## src/core/mbsfh_consts.svh

```systemverilog
// Constants of the server frame handler: frame layout, codes, sizes.
// Assumes inclusion by bare name from the handler's core.
`ifndef MBSFH_CONSTS_SVH
`define MBSFH_CONSTS_SVH
`define MBSFH_HDR_LEN 16'h0007
`define MBSFH_LEN_BASE 16'h0006
`define MBSFH_POS_FC 7
`define MBSFH_POS_START 8
`define MBSFH_POS_CNT 10
`define MBSFH_POS_WDATA 13
`define MBSFH_FC_RELAY_RD 8'h01
`define MBSFH_FC_INPUT_RD 8'h02
`define MBSFH_FC_HOLD_RD 8'h03
`define MBSFH_FC_RELAY_FORCE 8'h05
`define MBSFH_FC_MULTI_WR 8'h10
`define MBSFH_FC_EXC_FLAG 8'h80
`define MBSFH_EXC_BAD_FC 8'h01
`define MBSFH_PROTO_ID 16'h0000
`define MBSFH_FORCE_ON 16'hff00
`define MBSFH_FORCE_OFF 16'h0000
`define MBSFH_RELAYS 8
`define MBSFH_INPUTS 38
`define MBSFH_BUF_DEPTH 260
`define MBSFH_ECHO_LEN 16'h0006
`define MBSFH_RD_LEN_BASE 16'h0003
`endif

```

## src/core/mbsfh_pkg.sv

```systemverilog
// Types shared by the server frame handler.
// Needs nothing from mbsfh_consts.svh; holds the state encoding only.
package mbsfh_pkg;
   typedef enum logic [2:0] {
      ST_RECV = 3'b000,
      ST_EXEC = 3'b001,
      ST_WRITE = 3'b010,
      ST_LOAD = 3'b011,
      ST_SEND = 3'b100
   } mbsfh_state_t;
endpackage

```

## src/core/mbsfh_core.sv

```systemverilog
// Modbus-TCP server frame handler: takes request bytes, acts, sends the response bytes.
// Assumes a byte stream from the TCP layer on core_clk and a holding register store
// whose read data follows regRdAddr in the same cycle.
`include "mbsfh_consts.svh"
module mbsfh_core #(
   parameter int DEPTH = `MBSFH_BUF_DEPTH,
   parameter int INPUTS = `MBSFH_INPUTS
) (
   input wire logic core_clk,
   input wire logic rstn,
   input wire logic ce,
   input wire logic rxValid,
   input wire logic [7:0] rxData,
   output logic rxReady,
   output logic txValid,
   output logic [7:0] txData,
   output logic txLast,
   input wire logic txReady,
   input wire logic [INPUTS-1:0] discreteInputLine,
   output logic [`MBSFH_RELAYS-1:0] relayOut,
   output logic [15:0] regRdAddr,
   input wire logic [15:0] regRdData,
   output logic regWrEn,
   output logic [15:0] regWrAddr,
   output logic [15:0] regWrData
);
   mbsfh_pkg::mbsfh_state_t state_q;
   logic [7:0] frameBuf [DEPTH];
   logic [15:0] rxCnt_q;
   logic [15:0] txIdx_q;
   logic [15:0] wrIdx_q;
   logic [7:0] txData_q;
   logic [`MBSFH_RELAYS-1:0] relay_q;
   logic [INPUTS-1:0] inMeta_q;
   logic [INPUTS-1:0] inSync_q;
   logic regWrEn_q;
   logic [15:0] regWrAddr_q;
   logic [15:0] regWrData_q;

   // Request fields, high byte first
   wire [15:0] protoId = {frameBuf[2], frameBuf[3]};
   wire [15:0] reqLen = {frameBuf[4], frameBuf[5]};
   wire [7:0] funcCode = frameBuf[`MBSFH_POS_FC];
   wire [15:0] startAddr = {frameBuf[`MBSFH_POS_START], frameBuf[`MBSFH_POS_START+1]};
   wire [15:0] itemCnt = {frameBuf[`MBSFH_POS_CNT], frameBuf[`MBSFH_POS_CNT+1]};
   wire [15:0] forceVal = itemCnt;

   wire isRelayRd = funcCode == `MBSFH_FC_RELAY_RD;
   wire isInputRd = funcCode == `MBSFH_FC_INPUT_RD;
   wire isHoldRd = funcCode == `MBSFH_FC_HOLD_RD;
   wire isForce = funcCode == `MBSFH_FC_RELAY_FORCE;
   wire isMultiWr = funcCode == `MBSFH_FC_MULTI_WR;
   wire isStatus = isRelayRd | isInputRd;
   wire isEcho = isForce | isMultiWr;
   wire isKnown = isStatus | isHoldRd | isEcho;

   // Receive side
   wire rxTake = rxValid & rxReady;
   wire [15:0] frameTotal = 16'(`MBSFH_LEN_BASE + reqLen);
   wire rxDone = rxTake && (rxCnt_q >= `MBSFH_HDR_LEN) && (16'(rxCnt_q + 16'h0001) >= frameTotal);

   // Response sizing
   wire [16:0] statBytes17 = (17'(itemCnt) + 17'h00007) >> 3;
   wire [7:0] statBytes = statBytes17[7:0];
   wire [7:0] holdBytes = 8'({itemCnt, 1'b0});
   wire [7:0] dataBytes = isStatus ? statBytes : holdBytes;
   wire [15:0] respLen = isEcho ? `MBSFH_ECHO_LEN :
      isKnown ? 16'(`MBSFH_RD_LEN_BASE + 16'(dataBytes)) : `MBSFH_RD_LEN_BASE;
   wire [15:0] respTotal = 16'(`MBSFH_LEN_BASE + respLen);
   wire [15:0] rdWord = 16'(txIdx_q - 16'h0009) >> 1;
   wire [15:0] statIdx = 16'(txIdx_q - 16'h0009);

   // Packed status byte k, first requested item in bit 0, zero past the count
   function automatic logic [7:0] statusByte(input logic [15:0] k);
      logic [7:0] b;
      logic [16:0] pos;
      logic [16:0] item;
      b = 8'h00;
      for (int j = 0; j < 8; j++) begin
         pos = 17'({k, 3'b000}) + 17'(j);
         item = 17'(startAddr) + pos;
         if (pos < 17'(itemCnt)) begin
            if (isRelayRd && item < 17'(`MBSFH_RELAYS)) begin
               b[j] = relay_q[item[2:0]];
            end else if (isInputRd && item < 17'(INPUTS)) begin
               b[j] = inSync_q[item[$clog2(INPUTS)-1:0]];
            end
         end
      end
      return b;
   endfunction

   // Response byte at position idx
   function automatic logic [7:0] respByte(input logic [15:0] idx);
      logic [7:0] b;
      b = 8'h00;
      if (idx < 16'h0004 || idx == 16'h0006) begin
         b = frameBuf[idx[2:0]];
      end else if (idx == 16'h0004) begin
         b = respLen[15:8];
      end else if (idx == 16'h0005) begin
         b = respLen[7:0];
      end else if (idx == 16'h0007) begin
         b = isKnown ? funcCode : (funcCode | `MBSFH_FC_EXC_FLAG);
      end else if (isEcho) begin
         b = frameBuf[idx[3:0]];
      end else if (idx == 16'h0008) begin
         b = isKnown ? dataBytes : `MBSFH_EXC_BAD_FC;
      end else if (isStatus) begin
         b = statusByte(statIdx);
      end else begin
         b = statIdx[0] ? regRdData[7:0] : regRdData[15:8];
      end
      return b;
   endfunction

   // A process, not a net assignment, so store read data and relay state retrigger it
   logic [7:0] nextByte;
   always_comb nextByte = respByte(txIdx_q);
   wire txTake = txValid & txReady;
   wire lastByte = 16'(txIdx_q + 16'h0001) >= respTotal;
   wire [15:0] wrPos = 16'(`MBSFH_POS_WDATA + 16'({wrIdx_q[14:0], 1'b0}));
   wire [15:0] wrPosNext = 16'(wrPos + 16'h0001);
   wire wrFits = 32'(wrPos) + 32'd1 < 32'(DEPTH);
   wire wrLast = 16'(wrIdx_q + 16'h0001) >= itemCnt || !wrFits;

   assign rxReady = state_q == mbsfh_pkg::ST_RECV;
   assign txValid = state_q == mbsfh_pkg::ST_SEND;
   assign txData = txData_q;
   assign txLast = txValid & lastByte;
   assign relayOut = relay_q;
   assign regRdAddr = 16'(startAddr + rdWord);
   assign regWrEn = regWrEn_q;
   assign regWrAddr = regWrAddr_q;
   assign regWrData = regWrData_q;

   // Discrete inputs come from pins
   always_ff @(posedge core_clk or negedge rstn) begin
      if (!rstn) begin
         inMeta_q <= '0;
         inSync_q <= '0;
      end else if (ce) begin
         inMeta_q <= discreteInputLine;
         inSync_q <= inMeta_q;
      end
   end

   // Frame store
   always_ff @(posedge core_clk) begin
      if (ce && rxTake && 32'(rxCnt_q) < 32'(DEPTH)) begin
         frameBuf[rxCnt_q[$clog2(DEPTH)-1:0]] <= rxData;
      end
   end

   always_ff @(posedge core_clk or negedge rstn) begin
      if (!rstn) begin
         state_q <= mbsfh_pkg::ST_RECV;
         rxCnt_q <= 16'h0000;
         txIdx_q <= 16'h0000;
         wrIdx_q <= 16'h0000;
         txData_q <= 8'h00;
         relay_q <= '0;
         regWrEn_q <= 1'b0;
         regWrAddr_q <= 16'h0000;
         regWrData_q <= 16'h0000;
      end else if (ce) begin
         regWrEn_q <= 1'b0;
         unique case (state_q)
            mbsfh_pkg::ST_RECV: begin
               if (rxDone) begin
                  rxCnt_q <= 16'h0000;
                  state_q <= mbsfh_pkg::ST_EXEC;
               end else if (rxTake) begin
                  rxCnt_q <= 16'(rxCnt_q + 16'h0001);
               end
            end
            mbsfh_pkg::ST_EXEC: begin
               txIdx_q <= 16'h0000;
               wrIdx_q <= 16'h0000;
               if (protoId != `MBSFH_PROTO_ID) begin
                  state_q <= mbsfh_pkg::ST_RECV;
               end else if (isMultiWr && itemCnt != 16'h0000) begin
                  state_q <= mbsfh_pkg::ST_WRITE;
               end else begin
                  state_q <= mbsfh_pkg::ST_LOAD;
               end
               if (isForce && protoId == `MBSFH_PROTO_ID && startAddr < 16'(`MBSFH_RELAYS)) begin
                  if (forceVal == `MBSFH_FORCE_ON) begin
                     relay_q[startAddr[2:0]] <= 1'b1;
                  end else if (forceVal == `MBSFH_FORCE_OFF) begin
                     relay_q[startAddr[2:0]] <= 1'b0;
                  end
               end
            end
            mbsfh_pkg::ST_WRITE: begin
               regWrEn_q <= wrFits;
               regWrAddr_q <= 16'(startAddr + wrIdx_q);
               regWrData_q <= {frameBuf[wrPos[$clog2(DEPTH)-1:0]], frameBuf[wrPosNext[$clog2(DEPTH)-1:0]]};
               wrIdx_q <= 16'(wrIdx_q + 16'h0001);
               if (wrLast) begin
                  state_q <= mbsfh_pkg::ST_LOAD;
               end
            end
            mbsfh_pkg::ST_LOAD: begin
               txData_q <= nextByte;
               state_q <= mbsfh_pkg::ST_SEND;
            end
            mbsfh_pkg::ST_SEND: begin
               if (txTake) begin
                  txIdx_q <= 16'(txIdx_q + 16'h0001);
                  state_q <= lastByte ? mbsfh_pkg::ST_RECV : mbsfh_pkg::ST_LOAD;
               end
            end
            default: state_q <= mbsfh_pkg::ST_RECV;
         endcase
      end
   end

   chk_rx_closed: assert property (@(posedge core_clk) disable iff (!rstn)
      (state_q != mbsfh_pkg::ST_RECV) |-> !rxReady && !(rxTake && txValid))
      else $error("request byte taken while answering");
   chk_tid_copy: assert property (@(posedge core_clk) disable iff (!rstn)
      txValid && txIdx_q == 16'h0000 |-> txData == frameBuf[0])
      else $error("transaction id not echoed");
   chk_proto_drop: assert property (@(posedge core_clk) disable iff (!rstn)
      ce && state_q == mbsfh_pkg::ST_EXEC && protoId != 16'h0000 |=> state_q == mbsfh_pkg::ST_RECV)
      else $error("foreign protocol frame answered");
   chk_len_low: assert property (@(posedge core_clk) disable iff (!rstn)
      txValid && txIdx_q == 16'h0005 |-> txData == respLen[7:0])
      else $error("length low byte wrong");
   chk_unit_copy: assert property (@(posedge core_clk) disable iff (!rstn)
      txValid && txIdx_q == 16'h0006 |-> txData == frameBuf[6])
      else $error("unit id not echoed");
   chk_relay_on: assert property (@(posedge core_clk) disable iff (!rstn)
      ce && state_q == mbsfh_pkg::ST_EXEC && protoId == 16'h0000 && isForce && forceVal == 16'hff00
      && startAddr < 16'h0008 |=> relay_q[$past(startAddr[2:0])])
      else $error("relay not forced on");
   chk_relay_keep: assert property (@(posedge core_clk) disable iff (!rstn)
      state_q == mbsfh_pkg::ST_EXEC && isForce && forceVal != 16'hff00 && forceVal != 16'h0000
      |=> $stable(relay_q))
      else $error("invalid force value changed relays");
   chk_write_strobe: assert property (@(posedge core_clk) disable iff (!rstn)
      ce && state_q == mbsfh_pkg::ST_WRITE && wrFits |=> regWrEn && regWrAddr == $past(16'(startAddr + wrIdx_q)))
      else $error("register write missing");
   chk_one_reply: assert property (@(posedge core_clk) disable iff (!rstn)
      ce && txTake && lastByte |=> state_q == mbsfh_pkg::ST_RECV && !txValid)
      else $error("response did not end after last byte");

   // Receive closes once a frame is complete
   chk_rx_stop: assert property (@(posedge core_clk) disable iff (!rstn)
      ce && state_q == mbsfh_pkg::ST_RECV && rxDone |=> !rxReady)
      else $error("receive stayed open after frame end");
   chk_idle_quiet: assert property (@(posedge core_clk) disable iff (!rstn)
      state_q == mbsfh_pkg::ST_RECV |-> !txValid && !txLast)
      else $error("response byte offered while receiving");
   // Response header and body checks, then the relay force-off check
   chk_proto_copy: assert property (@(posedge core_clk) disable iff (!rstn)
      txValid && txIdx_q == 16'h0002 |-> txData == frameBuf[2])
      else $error("protocol id not echoed");
   chk_len_high: assert property (@(posedge core_clk) disable iff (!rstn)
      txValid && txIdx_q == 16'h0004 |-> txData == respLen[15:8])
      else $error("length high byte wrong");
   chk_fc_echo: assert property (@(posedge core_clk) disable iff (!rstn)
      txValid && txIdx_q == 16'h0007 && isKnown |-> txData == funcCode)
      else $error("function code not echoed");
   chk_exc_code: assert property (@(posedge core_clk) disable iff (!rstn)
      txValid && txIdx_q == 16'h0007 && !isKnown |-> txData == (funcCode | 8'h80))
      else $error("unknown code not flagged");
   chk_echo_body: assert property (@(posedge core_clk) disable iff (!rstn)
      txValid && isEcho && txIdx_q >= 16'h0007 && txIdx_q < 16'h000c |-> txData == frameBuf[txIdx_q[3:0]])
      else $error("echoed body differs from request");
   chk_relay_off: assert property (@(posedge core_clk) disable iff (!rstn)
      ce && state_q == mbsfh_pkg::ST_EXEC && protoId == 16'h0000 && isForce && forceVal == 16'h0000
      && startAddr < 16'h0008 |=> !relay_q[$past(startAddr[2:0])])
      else $error("relay not forced off");
endmodule

```

## config.mk

```make
export PLATFORM = sky130hd
export DESIGN_NAME = mbsfh_core
export DESIGN_NICKNAME = d
export VERILOG_FILES = /design/src/core/mbsfh_pkg.sv /design/src/core/mbsfh_core.sv
export VERILOG_INCLUDE_DIRS = /design/src /design/src/core
export SDC_FILE = /design/constraint.sdc
export NUM_CORES = 2
export LEC_CHECK = 0
export BUFFER_PORTS_ARGS = -buffer_cell sky130_fd_sc_hd__buf_2
export CAP_MARGIN = 40
export CORE_ASPECT_RATIO = 1.25
export CORE_MARGIN = 2
export CORE_UTILIZATION = 35
export CTS_BUF_LIST = sky130_fd_sc_hd__clkbuf_4 sky130_fd_sc_hd__clkbuf_8
export DETAILED_ROUTE_END_ITERATION = 6
export REMOVE_ABC_BUFFERS = 1
export SYNTH_ARGS = -nofsm -noshare
export SYNTH_HDL_FRONTEND = slang
export SYNTH_SLANG_ARGS = --single-unit
```

## constraint.sdc

```tcl
create_clock -name core_clk -period 14.14 [get_ports core_clk]
set_input_delay 0.707 -clock core_clk [delete_from_list [all_inputs] [get_ports core_clk]]
set_output_delay 0.707 -clock core_clk [all_outputs]
set_load 0.02 [all_outputs]
```

==> flow_metrics.env <==
export IMPL_worstMarginPinSlew_ps=1060
export IMPL_slew_viol_final=0
export IMPL_rows=222
export IMPL_finalSetupViolCount=0
export IMPL_place_congestion=0.979
export IMPL_io_buffers=134
export IMPL_area_growth_pct=14.3
export IMPL_drtIter0Drc=5723
export IMPL_drv_cap=0
export IMPL_dpl_hpwl_um=190000
export IMPL_vias=56558
export IMPL_critical_path_max_stage_delay_ps=540
export IMPL_yosysTopAreaCell="edfxtp_1"
export IMPL_ff2ff_path_depth=10
export IMPL_clk_pin_slew_ps=70
export IMPL_pre_cts_ws_ps=7680
export IMPL_startpoint_type="flop"
export IMPL_cts_resized=0
export IMPL_first_pass_iters=7
export IMPL_slew_headroom_pct=29.0
export IMPL_htreeDepth=5
export IMPL_cts_hold_buffers=39
export IMPL_cts_tree="built"
export IMPL_die_area_um2=297000
export IMPL_synthTopCellsByCount="2176 x edfxtp_1, 771 x mux4_2, 396 x nor2_1, 249 x nand2_1, 243 x clkbuf_1"
export IMPL_crit_fanout=17
export IMPL_avgSynthCellArea_um2=18.2
export IMPL_cts_buffers_inserted=352
export IMPL_drc=0
export IMPL_ir_drop_uv=64.3
export IMPL_synth_edff_count=2176
export IMPL_synth_main_ff_cell="edfxtp_1"
export IMPL_status="complete, no violations"
export IMPL_boundaryPins=135
export IMPL_insertion_delay_ps=960
export IMPL_syn_inst=5639
export IMPL_leakage_nw=37.7
export IMPL_synth_distinct_cells=81
export IMPL_track_usage_pct=18.9
export IMPL_via_per_inst=5.46
export IMPL_min_period_over_period_pct=49.1
export IMPL_cp_data_required_time_ps=13430
export IMPL_end_kind="output pin"
export IMPL_yosysWarnings=0
export IMPL_pwr_density_cell_nw_per_um2=118
export IMPL_async_flop_share_pct=7.48
export IMPL_clockRootBuffer="clkbuf_8"
export IMPL_hp_start="rxValid"
export IMPL_routed_wl_um=286000
export IMPL_hp_class="in2reg"
export IMPL_fp_dieW_um=488
export IMPL_drive_above_1_share_pct=28.8
export IMPL_synth_most_common_cell="edfxtp_1"
export IMPL_ys_seq_elements=2352
export IMPL_holdPathStages=3
export IMPL_worstSetupPathType="reg2out"
export IMPL_hold_viol=0
export IMPL_fin_worst_skew_ps=65.2
export IMPL_grt_pass1_wl_um=412000
export IMPL_r2r_end="regWrData[1]$_DFFE_PN0P_"
export IMPL_grt_overflow=0
export IMPL_clockBufferDepth=4
export IMPL_period_needed_ps=6950
export IMPL_rsz0062_at_grt="no"
export IMPL_path_cells="nor2_1 > and3_1 > buf_8 > nor2_1 > or3_1 > ha_1 > a211oi_1 > nand2_1 > xor2_1 > nor2_1 > and3_1 > mux2_2 > ha_1 > o2111a_1 > o31ai_1 > and4_1 > nor2_1 > buf_2"
export IMPL_grt_pass1_vias=58168
export IMPL_die_h_um=609
export IMPL_worst_path_max_delay_cell="edfxtp_1"
export IMPL_critPathArrivalTime_ps=6240
export IMPL_final_antenna_net_count=0
export IMPL_whs_endpoint="rxCnt_q[1]$_DFFE_PN0P_"
export IMPL_routedWlPerCell_um=27.6
export IMPL_antenna_found_initial=9
export IMPL_initial_core_util_pct=35.1
export IMPL_synth_seq_area_share_pct=68.1
export IMPL_reg2reg_slack_ps=7820
export IMPL_critPathMostFrequentCell="nor2_1"
export IMPL_fin_ws_ps=7190
export IMPL_timing_rr_start="wrIdx_q[0]$_DFFE_PN0P_"
export IMPL_fin_nets=6369
export IMPL_cts_sinks=2352
export IMPL_synth_area_um2=102000
export IMPL_cts_setup_buffers=0
export IMPL_fmax_ghz=0.144
export IMPL_core_um2=292000
export IMPL_ys_top_cells_by_area="edfxtp_1 64%, mux4_2 17%, dfrtp_1 4.3%"
export IMPL_yosysTopAreaCellShare_pct=63.8
export IMPL_grt_max_degree=162
export IMPL_setup_tns_final_ps=0
==> per-stage QoR <==
step | hold slack (ps) | power (mW) | utilization, % | instances | area (µm²)
final | 89.2 | 13.8 | 40.1 | 10357 | 117000
after global routing | 69.7 | 14.3 | 40.1 | 10355 | 117000
after CTS | 32.6 | 14.0 | 40.1 | 10348 | 117000
after detailed placement | 474 | 8.43 | 37.6 | 9697 | 110000
after global placement | 464 | 8.39 | 37.1 | 9551 | 108000
after floorplan | 411 | 8.07 | - | 5400 | 102000
==> layout make-up <==
cell class,instances,area [µm²]
Antenna cell,6,15.0
Timing Repair Buffer,419,3620
Sequential cell,2352,69800
Clock inverter,142,1010
Tap cell,3920,4900
Inverter,73,277
Fill cell,26108,175000
Multi-Input combinational cell,2975,31700
Clock buffer,470,5850
==> how the worst max path moves through the flow <==
stage                                         from                       end  slack (ps)  cells past startpoint
final                     frameBuf[7][4]$_DFFE_PP_                    txLast        7190                     18
after global placement      wrIdx_q[1]$_DFFE_PN0P_  regWrData[0]$_DFFE_PN0P_        7590                     11
after CTS                 frameBuf[7][4]$_DFFE_PP_                    txLast        7240                     16
after global routing      frameBuf[7][4]$_DFFE_PP_                    txLast        6940                     18
after detailed placement    wrIdx_q[0]$_DFFE_PN0P_  regWrData[0]$_DFFE_PN0P_        7680                     10
after floorplan             wrIdx_q[0]$_DFFE_PN0P_    state_q[0]$_DFFE_PN0P_      -15330                     11
==> worst max-delay path, delay by kind of cell (launching register included) <==
kind	cells	cell delay, ps
AND/OR/NAND/NOR	9	2500
buffers and inverters	2	470
adder cells (fa/ha/maj)	2	530
flip-flops	1	540
multiplexers	1	280
AO/OA/AOI/OAI	3	560
XOR/XNOR	1	400
==> flip-flops by register name (all words and copies together), names as in the netlist, named ones only <==
register and cells:
frameBuf 2176, inMeta_q 38, inSync_q 38, regWrAddr 16
regWrData 16, rxCnt_q 16, txIdx_q 16, wrIdx_q 16
txData 8, state_q 3, regWrEn 1
==> layer usage <==
| layer | wire (µm) | track usage, % | vias up |
|---|---|---|---|
| met3 | 17200 | 2.74 | 527 |
| li1 | - | - | 23918 |
| met5 | 23 | 0 | - |
| met1 | 110000 | 23.4 | 29832 |
| met4 | 11300 | 7.34 | 4 |
| met2 | 147000 | 33.1 | 2277 |
==> cells by family (layout without fill, tap and decap cells) <==
logic type	after synthesis	in the layout	share of synthesized area, %
flops	2352	2352	68.1
simple gates	1009	1009	4.50
buf+inv	407	1104	1.54
fa+ha+maj	129	129	1.60
compound gates	557	557	3.43
mux	973	973	19.1
xor+xnor	210	210	1.79
other cells	2	103	0.00733
==> report_power, final <==
group          internal (mW)  leakage (nW)  total, mW  switching (mW)
combinational          0.166          12.2      0.579           0.413
clock                   2.91          3.61       5.53            2.62
sequential              7.67          21.9       7.72          0.0562
==> layout by cell type (no fill, tap or decap), drive strengths merged, types with 85 or more instances in the layout <==
| cell type | n |
|---|---|
| clkbuf | 471 |
| nand3 | 85 |
| edfxtp | 2176 |
| nand2 | 249 |
| o21ai | 156 |
| clkinv | 113 |
| ha | 125 |
| mux2 | 110 |
| conb | 97 |
| dfrtp | 176 |
| xor2 | 86 |
| xnor2 | 124 |
| nor2 | 397 |
| a21oi | 146 |
| mux4 | 771 |
| mux2i | 92 |
| buf | 379 |
No activity file was read; power rests on OpenSTA's default activity.
